<file path="config.mk">
export PLATFORM = sky130hd
export DESIGN_NAME = acc_flags_program_counter
export DESIGN_NICKNAME = d
export VERILOG_FILES = /design/src/rtl/core_pkg.sv /design/src/rtl/acc_flags_program_counter.sv /design/src/rtl/alu_unit.sv /design/src/rtl/flag_save_buf.sv
export SDC_FILE = /design/constraint.sdc
export NUM_CORES = 1
export LEC_CHECK = 0
export ABC_CLOCK_PERIOD_IN_PS = 4600
export BUFFER_PORTS_ARGS = -buffer_cell sky130_fd_sc_hd__buf_2
export CAP_MARGIN = 30
export CELL_PAD_IN_SITES_DETAIL_PLACEMENT = 1
export CELL_PAD_IN_SITES_GLOBAL_PLACEMENT = 1
export CORE_MARGIN = 1
export CORE_UTILIZATION = 40
export CTS_BUF_LIST = sky130_fd_sc_hd__clkbuf_4 sky130_fd_sc_hd__clkbuf_8 sky130_fd_sc_hd__clkbuf_16
export DETAILED_ROUTE_END_ITERATION = 6
export GPL_TIMING_DRIVEN = 0
export PLACE_DENSITY_LB_ADDON = 0.1
export SYNTH_ARGS = -nofsm -noshare
export SYNTH_HDL_FRONTEND = slang
export SYNTH_HIERARCHICAL = 1
export SYNTH_SLANG_ARGS = --single-unit
</file>
<file path="constraint.sdc">
create_clock -name i_sys_clk -period 4.6 [get_ports i_sys_clk]
set_clock_uncertainty 0.1 [all_clocks]
set_input_delay 0.23 -clock i_sys_clk [delete_from_list [all_inputs] [get_ports i_sys_clk]]
set_output_delay 0.23 -clock i_sys_clk [all_outputs]
set_load 0.005 [all_outputs]
</file>
<file path="src/rtl/core_pkg.sv">
package core_pkg;
  typedef enum logic [4:0] {
    nop_op = 5'h00,
    move_op = 5'h01,
    bank0_move_op = 5'h02,
    add_op = 5'h03,
    add_carry_op = 5'h04,
    bank0_add_op = 5'h05,
    sub_op = 5'h06,
    and_op = 5'h07,
    or_op = 5'h08,
    xor_op = 5'h09,
    rot_left_op = 5'h0A,
    rot_right_op = 5'h0B,
    compare_skip_op = 5'h0C,
    increment_to_acc_skip_op = 5'h0D,
    increment_mem_skip_op = 5'h0E,
    decrement_to_acc_skip_op = 5'h0F,
    decrement_mem_skip_op = 5'h10,
    bit_clear_skip_op = 5'h11,
    bit_set_skip_op = 5'h12,
    bank0_bit_clear_skip_op = 5'h13,
    bank0_bit_set_skip_op = 5'h14,
    jump_op = 5'h15,
    call_op = 5'h16,
    interrupt_entry_op = 5'h17,
    interrupt_return_op = 5'h18,
    push_op = 5'h19,
    pop_op = 5'h1A
  } op_t;

  typedef enum logic [1:0] {
    dest_acc = 2'h0,
    dest_mem = 2'h1,
    dest_pcl = 2'h2
  } dest_t;

  // Register indices; byte address is four times the index
  localparam logic [7:0] FLAGS_IDX = 8'h86;
  localparam logic [7:0] PC_WORD_IDX = 8'h88;
  localparam logic [7:0] OPTION_IDX = 8'h89;

  localparam int CAUSE_HI_BIT = 7;
  localparam int CAUSE_LO_BIT = 6;
  localparam int LV_HIGH_BIT = 5;
  localparam int LV_MID_BIT = 4;
  localparam int CARRY_BIT = 2;
  localparam int HALF_BIT = 1;
  localparam int ZERO_BIT = 0;
  localparam int OPT_HIGH_BIT = 0;
  localparam int OPT_MID_BIT = 1;

  localparam logic [7:0] FLAGS_RST = 8'h00;
  localparam logic [1:0] OPTION_RST = 2'h0;
  localparam logic [1:0] CAUSE_LOAD_AT = 2'h2;
  localparam int SKIP_STEP = 2;
endpackage : core_pkg

</file>
<file path="src/rtl/acc_flags_program_counter.sv">
`timescale 1ns/1ns
module acc_flags_program_counter #(
  parameter int PC_W = 10,
  parameter int ADR_W = 10
) (
  // Clock, reset and enable
  input wire logic i_sys_clk,
  input wire logic i_rst_b,
  input wire logic i_clk_en,
  // Instruction port from the sequencer
  input wire logic i_op_valid,
  input wire core_pkg::op_t i_op,
  input wire core_pkg::dest_t i_op_dest,
  input wire logic [7:0] i_op_operand,
  input wire logic [PC_W-1:0] i_op_target,
  input wire logic [2:0] i_op_bit_sel,
  // Supply detector and reset source, asynchronous
  input wire logic i_lv_high_det,
  input wire logic i_lv_mid_det,
  input wire logic [1:0] i_reset_cause,
  // Wishbone slave
  input wire logic i_wb_cyc,
  input wire logic i_wb_stb,
  input wire logic i_wb_we,
  input wire logic [ADR_W-1:0] i_wb_adr,
  input wire logic [3:0] i_wb_sel,
  input wire logic [31:0] i_wb_dat,
  output logic [31:0] o_wb_dat,
  output logic o_wb_ack,
  // Core state
  output logic [PC_W-1:0] o_pc,
  output logic [7:0] o_acc,
  output logic [7:0] o_flags,
  output logic [7:0] o_mem_data,
  output logic o_mem_we,
  output logic o_skip
);
  localparam int PH_W = PC_W - 8;

  generate
    if (PC_W < 9 || PC_W > 16) begin : g_bad_pc
      $error("PC_W must be 9 to 16");
    end
    if (ADR_W < 10) begin : g_bad_adr
      $error("ADR_W must be at least 10");
    end
  endgenerate

  logic [PC_W-1:0] pc;
  logic [PC_W-1:0] next_pc;
  logic [7:0] accumulator_reg;
  logic [7:0] status_flag_reg;
  logic [1:0] option_reg;
  logic [3:0] det_meta;
  logic [3:0] det_sync;
  logic [1:0] cause_cnt;
  logic cause_load;
  logic fire;
  logic push_fire;
  logic pop_fire;
  logic is_jump;
  logic add_family;
  logic pcl_wr;
  logic acc_wr;
  logic mem_wr;
  logic [7:0] alu_x;
  logic [7:0] alu_y;
  logic [7:0] alu_res;
  logic alu_carry;
  logic alu_half;
  logic alu_zero;
  logic alu_wr_c;
  logic alu_wr_dc;
  logic alu_wr_z;
  logic alu_wr_dest;
  logic alu_skip;
  logic [7:0] saved_acc;
  logic [7:0] saved_flags;
  logic wb_req;
  logic hit_flags;
  logic hit_pc;
  logic hit_opt;
  logic wr_flags;
  logic wr_pc;
  logic wr_opt;
  logic [31:0] rd_mux;

  assign o_pc = pc;
  assign o_acc = accumulator_reg;
  assign o_flags = status_flag_reg;

  assign fire = i_op_valid & i_clk_en;
  assign push_fire = fire & (i_op == core_pkg::push_op);
  assign pop_fire = fire & (i_op == core_pkg::pop_op);
  assign is_jump = (i_op == core_pkg::jump_op) || (i_op == core_pkg::call_op) ||
                   (i_op == core_pkg::interrupt_entry_op) ||
                   (i_op == core_pkg::interrupt_return_op);
  assign add_family = (i_op == core_pkg::add_op) || (i_op == core_pkg::add_carry_op) ||
                      (i_op == core_pkg::bank0_add_op);
  assign pcl_wr = alu_wr_dest & (i_op_dest == core_pkg::dest_pcl);
  assign acc_wr = (alu_wr_dest & (i_op_dest == core_pkg::dest_acc)) ||
                  (i_op == core_pkg::increment_to_acc_skip_op) ||
                  (i_op == core_pkg::decrement_to_acc_skip_op);
  assign mem_wr = (alu_wr_dest & (i_op_dest == core_pkg::dest_mem)) ||
                  (i_op == core_pkg::increment_mem_skip_op) ||
                  (i_op == core_pkg::decrement_mem_skip_op);

  // Destination is the left operand, so subtracts run dest minus source
  always_comb begin
    if (i_op_dest == core_pkg::dest_pcl) begin
      alu_x = pc[7:0];
      alu_y = accumulator_reg;
    end else if (i_op_dest == core_pkg::dest_mem) begin
      alu_x = i_op_operand;
      alu_y = accumulator_reg;
    end else begin
      alu_x = accumulator_reg;
      alu_y = i_op_operand;
    end
  end

  alu_unit u_alu (
    .i_op(i_op),
    .i_x(alu_x),
    .i_y(alu_y),
    .i_acc(accumulator_reg),
    .i_operand(i_op_operand),
    .i_bit_sel(i_op_bit_sel),
    .i_carry(status_flag_reg[core_pkg::CARRY_BIT]),
    .o_result(alu_res),
    .o_carry(alu_carry),
    .o_half(alu_half),
    .o_zero(alu_zero),
    .o_wr_c(alu_wr_c),
    .o_wr_dc(alu_wr_dc),
    .o_wr_z(alu_wr_z),
    .o_wr_dest(alu_wr_dest),
    .o_skip(alu_skip)
  );

  flag_save_buf u_save (
    .i_sys_clk(i_sys_clk),
    .i_rst_b(i_rst_b),
    .i_clk_en(i_clk_en),
    .i_store(push_fire),
    .i_acc(accumulator_reg),
    .i_flags(status_flag_reg),
    .o_acc(saved_acc),
    .o_flags(saved_flags)
  );

  // Detector levels and reset source cross in through two flops
  always_ff @(posedge i_sys_clk or negedge i_rst_b) begin
    if (!i_rst_b) begin
      det_meta <= 4'h0;
      det_sync <= 4'h0;
    end else if (i_clk_en) begin
      det_meta <= {i_reset_cause, i_lv_mid_det, i_lv_high_det};
      det_sync <= det_meta;
    end
  end

  // Cause is caught once the synchroniser has filled after release
  always_ff @(posedge i_sys_clk or negedge i_rst_b) begin
    if (!i_rst_b) begin
      cause_cnt <= 2'h0;
    end else if (i_clk_en && cause_cnt != 2'h3) begin
      cause_cnt <= cause_cnt + 2'h1;
    end
  end
  assign cause_load = i_clk_en & (cause_cnt == core_pkg::CAUSE_LOAD_AT);

  always_ff @(posedge i_sys_clk or negedge i_rst_b) begin
    if (!i_rst_b) begin
      option_reg <= core_pkg::OPTION_RST;
    end else if (wr_opt && i_wb_sel[0]) begin
      option_reg <= i_wb_dat[1:0];
    end
  end

  // Instruction updates win over a bus write landing in the same cycle
  always_ff @(posedge i_sys_clk or negedge i_rst_b) begin
    if (!i_rst_b) begin
      status_flag_reg <= core_pkg::FLAGS_RST;
    end else if (i_clk_en) begin
      status_flag_reg[core_pkg::LV_HIGH_BIT] <=
        det_sync[0] & option_reg[core_pkg::OPT_HIGH_BIT];
      status_flag_reg[core_pkg::LV_MID_BIT] <=
        det_sync[1] & option_reg[core_pkg::OPT_MID_BIT];
      status_flag_reg[3] <= 1'b0;
      if (cause_load) begin
        status_flag_reg[7:6] <= det_sync[3:2];
      end else if (pop_fire) begin
        status_flag_reg[7:6] <= saved_flags[7:6];
      end else if (wr_flags && i_wb_sel[0]) begin
        status_flag_reg[7:6] <= i_wb_dat[7:6];
      end
      if (pop_fire) begin
        status_flag_reg[2:0] <= saved_flags[2:0];
      end else begin
        if (wr_flags && i_wb_sel[0]) begin
          status_flag_reg[2:0] <= i_wb_dat[2:0];
        end
        if (fire && alu_wr_c) begin
          status_flag_reg[core_pkg::CARRY_BIT] <= alu_carry;
        end
        if (fire && alu_wr_dc) begin
          status_flag_reg[core_pkg::HALF_BIT] <= alu_half;
        end
        if (fire && alu_wr_z) begin
          status_flag_reg[core_pkg::ZERO_BIT] <= alu_zero;
        end
      end
    end
  end

  // Interrupt entry only redirects the counter here
  always_ff @(posedge i_sys_clk or negedge i_rst_b) begin
    if (!i_rst_b) begin
      accumulator_reg <= 8'h00;
    end else if (pop_fire) begin
      accumulator_reg <= saved_acc;
    end else if (fire && acc_wr) begin
      accumulator_reg <= alu_res;
    end
  end

  always_ff @(posedge i_sys_clk or negedge i_rst_b) begin
    if (!i_rst_b) begin
      o_mem_we <= 1'b0;
      o_mem_data <= 8'h00;
      o_skip <= 1'b0;
    end else if (i_clk_en) begin
      o_mem_we <= fire & mem_wr;
      o_skip <= fire & alu_skip & ~is_jump;
      if (fire && mem_wr) begin
        o_mem_data <= alu_res;
      end
    end
  end

  always_comb begin
    next_pc = pc;
    if (wr_pc && i_wb_sel[0]) begin
      next_pc[7:0] = i_wb_dat[7:0];
    end
    if (wr_pc && i_wb_sel[1]) begin
      next_pc[PC_W-1:8] = i_wb_dat[PC_W-1:8];
    end
    if (fire) begin
      if (is_jump) begin
        next_pc = i_op_target;
      end else if (pcl_wr) begin
        next_pc[7:0] = alu_res;
        next_pc[PC_W-1:8] = pc[PC_W-1:8];
        if (add_family && alu_carry) begin
          next_pc[PC_W-1:8] = pc[PC_W-1:8] + PH_W'(1);
        end
      end else if (alu_skip) begin
        next_pc = pc + PC_W'(core_pkg::SKIP_STEP);
      end else begin
        next_pc = pc + PC_W'(1);
      end
    end
  end

  always_ff @(posedge i_sys_clk or negedge i_rst_b) begin
    if (!i_rst_b) begin
      pc <= '0;
    end else if (i_clk_en) begin
      pc <= next_pc;
    end
  end

  // Wishbone slave, one wait state; unmapped reads return zero
  assign wb_req = i_wb_cyc & i_wb_stb & ~o_wb_ack & i_clk_en;
  assign hit_flags = (i_wb_adr[ADR_W-1:2] == (ADR_W-2)'(core_pkg::FLAGS_IDX));
  assign hit_pc = (i_wb_adr[ADR_W-1:2] == (ADR_W-2)'(core_pkg::PC_WORD_IDX));
  assign hit_opt = (i_wb_adr[ADR_W-1:2] == (ADR_W-2)'(core_pkg::OPTION_IDX));
  assign wr_flags = wb_req & i_wb_we & hit_flags;
  assign wr_pc = wb_req & i_wb_we & hit_pc;
  assign wr_opt = wb_req & i_wb_we & hit_opt;

  always_comb begin
    rd_mux = 32'h0000_0000;
    if (hit_flags) begin
      rd_mux[7:0] = status_flag_reg;
    end else if (hit_pc) begin
      rd_mux[PC_W-1:0] = pc;
    end else if (hit_opt) begin
      rd_mux[1:0] = option_reg;
    end
  end

  always_ff @(posedge i_sys_clk or negedge i_rst_b) begin
    if (!i_rst_b) begin
      o_wb_ack <= 1'b0;
      o_wb_dat <= 32'h0000_0000;
    end else if (i_clk_en) begin
      o_wb_ack <= wb_req;
      if (wb_req && !i_wb_we) begin
        o_wb_dat <= rd_mux;
      end
    end
  end
endmodule : acc_flags_program_counter

</file>
<file path="src/rtl/alu_unit.sv">
`timescale 1ns/1ns
module alu_unit (
  // Operation
  input wire core_pkg::op_t i_op,
  input wire logic [7:0] i_x,
  input wire logic [7:0] i_y,
  input wire logic [7:0] i_acc,
  input wire logic [7:0] i_operand,
  input wire logic [2:0] i_bit_sel,
  input wire logic i_carry,
  // Results
  output logic [7:0] o_result,
  output logic o_carry,
  output logic o_half,
  output logic o_zero,
  output logic o_wr_c,
  output logic o_wr_dc,
  output logic o_wr_z,
  output logic o_wr_dest,
  output logic o_skip
);
  always_comb begin
    logic [8:0] wide;
    logic [4:0] nib;
    logic cin;
    wide = 9'h000;
    nib = 5'h00;
    cin = 1'b0;
    o_result = i_x;
    o_carry = i_carry;
    o_half = 1'b0;
    o_wr_c = 1'b0;
    o_wr_dc = 1'b0;
    o_wr_z = 1'b0;
    o_wr_dest = 1'b0;
    o_skip = 1'b0;
    case (i_op)
      core_pkg::move_op, core_pkg::bank0_move_op: begin
        o_result = i_y;
        o_wr_dest = 1'b1;
      end
      core_pkg::add_op, core_pkg::add_carry_op, core_pkg::bank0_add_op: begin
        cin = (i_op == core_pkg::add_carry_op) & i_carry;
        wide = {1'b0, i_x} + {1'b0, i_y} + {8'h00, cin};
        nib = {1'b0, i_x[3:0]} + {1'b0, i_y[3:0]} + {4'h0, cin};
        o_result = wide[7:0];
        o_carry = wide[8];
        o_half = nib[4];
        {o_wr_c, o_wr_dc, o_wr_z, o_wr_dest} = 4'hF;
      end
      core_pkg::sub_op: begin
        wide = {1'b0, i_x} - {1'b0, i_y};
        nib = {1'b0, i_x[3:0]} - {1'b0, i_y[3:0]};
        o_result = wide[7:0];
        o_carry = ~wide[8];
        o_half = ~nib[4];
        {o_wr_c, o_wr_dc, o_wr_z, o_wr_dest} = 4'hF;
      end
      core_pkg::and_op, core_pkg::or_op, core_pkg::xor_op: begin
        if (i_op == core_pkg::and_op) begin
          o_result = i_x & i_y;
        end else if (i_op == core_pkg::or_op) begin
          o_result = i_x | i_y;
        end else begin
          o_result = i_x ^ i_y;
        end
        o_wr_z = 1'b1;
        o_wr_dest = 1'b1;
      end
      core_pkg::rot_left_op: begin
        o_result = {i_x[6:0], i_carry};
        o_carry = i_x[7];
        o_wr_c = 1'b1;
        o_wr_dest = 1'b1;
      end
      core_pkg::rot_right_op: begin
        o_result = {i_carry, i_x[7:1]};
        o_carry = i_x[0];
        o_wr_c = 1'b1;
        o_wr_dest = 1'b1;
      end
      core_pkg::compare_skip_op: begin
        wide = {1'b0, i_acc} - {1'b0, i_operand};
        o_carry = ~wide[8];
        o_skip = (wide[7:0] == 8'h00);
        o_wr_c = 1'b1;
        o_wr_z = 1'b1;
      end
      core_pkg::increment_to_acc_skip_op, core_pkg::increment_mem_skip_op: begin
        o_result = i_operand + 8'h01;
        o_skip = (i_operand == 8'hFF);
      end
      core_pkg::decrement_to_acc_skip_op, core_pkg::decrement_mem_skip_op: begin
        o_result = i_operand - 8'h01;
        o_skip = (i_operand == 8'h01);
      end
      core_pkg::bit_clear_skip_op, core_pkg::bank0_bit_clear_skip_op: begin
        o_skip = ~i_operand[i_bit_sel];
      end
      core_pkg::bit_set_skip_op, core_pkg::bank0_bit_set_skip_op: begin
        o_skip = i_operand[i_bit_sel];
      end
      default: begin
        o_result = i_x;
      end
    endcase
    if (i_op == core_pkg::compare_skip_op) begin
      o_zero = (wide[7:0] == 8'h00);
    end else begin
      o_zero = (o_result == 8'h00);
    end
  end
endmodule : alu_unit

</file>
<file path="src/rtl/flag_save_buf.sv">
`timescale 1ns/1ns
module flag_save_buf (
  // Clock and reset
  input wire logic i_sys_clk,
  input wire logic i_rst_b,
  input wire logic i_clk_en,
  // Save port
  input wire logic i_store,
  input wire logic [7:0] i_acc,
  input wire logic [7:0] i_flags,
  // Saved values
  output logic [7:0] o_acc,
  output logic [7:0] o_flags
);
  always_ff @(posedge i_sys_clk or negedge i_rst_b) begin
    if (!i_rst_b) begin
      o_acc <= 8'h00;
      o_flags <= 8'h00;
    end else if (i_clk_en && i_store) begin
      o_acc <= i_acc;
      o_flags <= i_flags;
    end
  end
endmodule : flag_save_buf

</file>
# Word-level counts from Yosys, hierarchy flattened
# Cells that the tools add are included.
# word_totals
wordCells,191
input_bits,85
reg_bits,73
# op_classes
reduce_logical,53
muxes,40
n_lt_le_gt_ge,1
addsub,13
bitwise_logic,29
n_eq_ne,36
# op_table
op,n
$mux W8,11
$pmux W8 S8,1
$eq A5 B5 Y1 const B,11
$eq A5 B4 Y1 const B,8
$mux W10,4
$eq A8 B8 Y1 const B,4
$logic_not A8 Y1,3
$pmux W8 S3,1
$and A1 B1 Y1,20
$eq A5 B3 Y1 const B,4
$sub A8 B8 Y9,2
$mux W2,8
$reduce_and A2 Y1,7
$logic_and A1 B1 Y1,13
$reduce_bool A3 Y1,4
$reduce_or A11 Y1,1
$add A10 B1 Y10 const B,1
$add A10 B2 Y10 const B,1
$eq A5 B2 Y1 const B,2
$pmux W1 S5,2
$reduce_or A2 Y1,5
$add A8 B8 Y9,1
$add A9 B1 Y9,1
$logic_or A1 B1 Y1,9
29 further kinds,48

# Depth between registers and ports, before layout
# depth
depth_word,11
mapped_depth,21

# By module
# Netlist, hierarchy kept.
# by_module_without_submodules
mod,area_each_um2,n_inst,seq_area_each_um2,cells_per_inst
acc_flags_program_counter,3847.4,1,1451.4,397
alu_unit,2552.4,1,0.0,364
flag_save_buf,635.6,1,400.4,34

# Worst setup path before layout
# OpenSTA, ideal clock, no wires.
# synth_path
path_type,input -> register
from,input i_op_dest[1]
to,"register, netlist name o_flags[0]"
required_ns,4.435
cell_stages,17
slack_ns,0.234
arrival_ns,4.200
setup_time_ns,0.065
n_path_buf,4
path_cell_list,buf_2 buf_1 buf_2 a211oi_1 a21oi_1 inv_1 ha_1 clkbuf_1 mux4_2 a222oi_1 o211ai_1 o32a_1 or4b_1 o31ai_2 mux2i_1 o21ai_0 mux2_1
# synth_lines
element,line_no,text
"start, declared",acc_flags_program_counter.sv:13,"input wire core_pkg::dest_t i_op_dest,"

==> impl_results.md <==
* Run status: finished clean
* Clock Tree Buf Depth at 2
* Arr. time, crit path at around 4.7 ns
* Part of the power in combinational logic at about 45%
* Crit path kind: register to register
* Antenna violations before repair at 1
* CTS Root Cell: clkbuf_16
* Area grow syn2layout at 19.8%
* Cells after DPL at ~1.1k
* Total die area at roughly 18000 um^2
* CP peak stage delay at around 0.56 ns
* R2R setup slack at between 0.07 and 0.08 ns
* Worst Path Required at about 4.8 ns
* Clock Latency Late Sink at 0.34 ns
* Cell Pwr Density at 399 nW/um^2
* Sequential share of power at between 30% and 40%
* Critical Path Sink Type: register
* H-tree Lvls at 3
* # nets final at between 1k and 1.5k
* Reg2reg start: o_acc[3]
* Hold slack at between 0.02 and 0.025 ns
* Diode count at 0
* Post-DP HPWL at a little over 20000 um
* Cell Area, Synth at 6920 um^2
* Final setup vio count at 0
* Setup crit end: o_flags[0]
* Worst Setup Slack, final at around 0.074 ns
* Max-cap viol count at 0
* Total core area at about 17000 um^2
* Antenna Nets Post-Route at 0
* Die X at approximately 130 um
* Static Leakage at about 0.0037 uW
* Worst reg-to-reg path cell count at 14
* Final instance count without filler cells at between 1k and 1.5k
* Synth warn at 6
* Vias at slightly below 7k
* GR Overflow Total at 0
* Dpl ws at -1.17 ns
* Rows at between 40 and 50
* Port bufs at between 100 and 150
* Via/cell ratio at between 5 and 6
* CTS tree: yes
* Net Sw Power at roughly 1400 uW
* Hold_sp: i_reset_cause[1]
* Worst-Margin Slew at approximately 0.9 ns
* Final WL at around 26000 um
* DRC at 0
* Slew margin rel. at 38.7%
* Fin. Hold Viols at 0
* Gr usage total at approximately 30%
* Routability Congestion at just under 1
* Clock Power Share at between 20% and 30%
* IO Pins at about 150
* Largest net degree at the start of global routing at between 70 and 80
* Critical-path cell list: nor2b_1, a211oi_2, a21oi_2, inv_1, ha_1, mux4_2, a222oi_1, o211ai_1, o32a_2, or4b_1, o31ai_2, mux2i_1, o21ai_0, mux2_1
* Synthesized area per cell at 8.76 um^2
* Crit-path slowest cell: a222oi_1
* Mapped Cells at between 700 and 800
* Global-route wire length before repair at 40900 um
* Initial Utilization at 41.3%
* Net Sw Frac at between 40% and 50%
* 1st-iter DRT viols at 548
* Drt first pass iters at 5
* Overall Power at between 3000 and 4000 uW
* Peak supply drop at 0.000344 V
* P_int at 1950 uW
* Max Freq at about 220 MHz
* DIE HEIGHT at between 100 and 150 um
* Num CTS Buffers at 9
* Vias in the first global route at 7180
* Crit path time final at around 4.5 ns
* Crit path launch: o_acc[3]
* Part of the cycle the worst path needs at between 90 and 100%
* Max-slew violations at 0
* Sinks on Clock Net at 71
* HP Class: input pin to register
* Routed wire per std cell at 22.6 um
* Startpoint type of the worst setup path: register
* Reg clk slew, reported paths at 0.06 ns
* Layout cells sized above 1 at roughly 27%
* Core Util, Final at 49.4%
* Crit Path Max Fanout at 9
* Worst R2R End: o_flags[0]
## cell type report
type / instances / area [um^2]
buffer: 61 / 380
clock buffer: 10 / 233
clock inverter: 6 / 116
fill: 2034 / 8470
inverter: 55 / 206
multi-input combinational: 618 / 4690
sequential: 71 / 1780
tap: 220 / 275
timing repair buffer: 114 / 601
## per-stage QoR
| stage | cell area [um^2] | setup TNS, ns |
|---|---|---|
| after floorplan | 7000 | 0 |
| after global placement | 7790 | -6.69 |
| after detailed placement | 7810 | -10.80 |
| after CTS | 8230 | 0 |
| after global routing | 8290 | -0.0117 |
| final | 8290 | 0 |
## worst min path at each step
| stage | slack (ns) | cells past startpoint | end |
|---|---|---|---|
| global route | 0.02 | 2 | det_meta[1] |
| global placement | 0.35 | 2 | o_wb_dat[8] |
| floorplan | -0.17 | 0 | cause_cnt[0] |
| CTS | 0.02 | 2 | det_meta[3] |
| finish | 0.02 | 2 | det_meta[3] |
| detailed placement | 0.32 | 1 | o_wb_dat[1] |
## worst max-delay path: cells and delay by family, from the launching register on
family | cells | cell delay, ns
adders and majority gates | 1 | 0.42
buffers and inverters | 1 | 0.08
AOI/OAI and AO/OA | 7 | 1.92
and+or+nand+nor | 2 | 0.69
muxes | 3 | 0.79
DFF | 1 | 0.46
## cells in the final DEF, fill, tap and decap left out, types with 7 or more instances in the layout
| cell type | instances |
|---|---|
| nor2_1 | 50 |
| mux2_4 | 7 |
| nor3_1 | 16 |
| nand3b_1 | 9 |
| a22oi_1 | 9 |
| clkbuf_1 | 17 |
| nand2_1 | 56 |
| buf_2 | 114 |
| conb_1 | 23 |
| o21ai_0 | 35 |
| nand3_1 | 22 |
| inv_1 | 55 |
| nor4_1 | 8 |
| xor2_1 | 9 |
| xnor2_1 | 11 |
| dfrtp_1 | 67 |
| a21oi_1 | 31 |
| nor2b_1 | 23 |
| clkbuf_16 | 9 |
| mux2i_1 | 36 |
| a221oi_1 | 14 |
| a211oi_1 | 17 |
| ha_1 | 39 |
| mux2_2 | 37 |
| buf_4 | 34 |
| nand2b_1 | 11 |
## timing repair
| action | 4_1_cts | 5_1_grt |
|---|---|---|
| endpoints found under the setup margin | 13 | 3 |
| gates resized for setup | 12 | 11 |
| endpoints found under the hold margin | 71 | 0 |
| hold buffers | 1 | 0 |
| setup buffers | 3 | 4 |
| cloned | 0 | 0 |
| pin swaps | 1 | 2 |
## layer usage
layer / GRT usage (%) / vias to the layer above / share of wire (%)
li1: - / 3133 / -
met1: 35.7 / 3507 / 42
met2: 53.4 / 176 / 52
met3: 4.07 / 43 / 3.4
met4: 12.0 / 2 / 3.1
met5: 0 / - / 0.050
## power by group through the flow
stage                     sequential [uW]  clock (uW)  combinational [uW]
after floorplan                       905           0                 939
after global placement                969           0                1370
after detailed placement              981           0                1440
after CTS                             982         827                1460
after global routing                 1020         852                1620
final                                 998         821                1480
No activity file was read; power rests on OpenSTA's default activity.
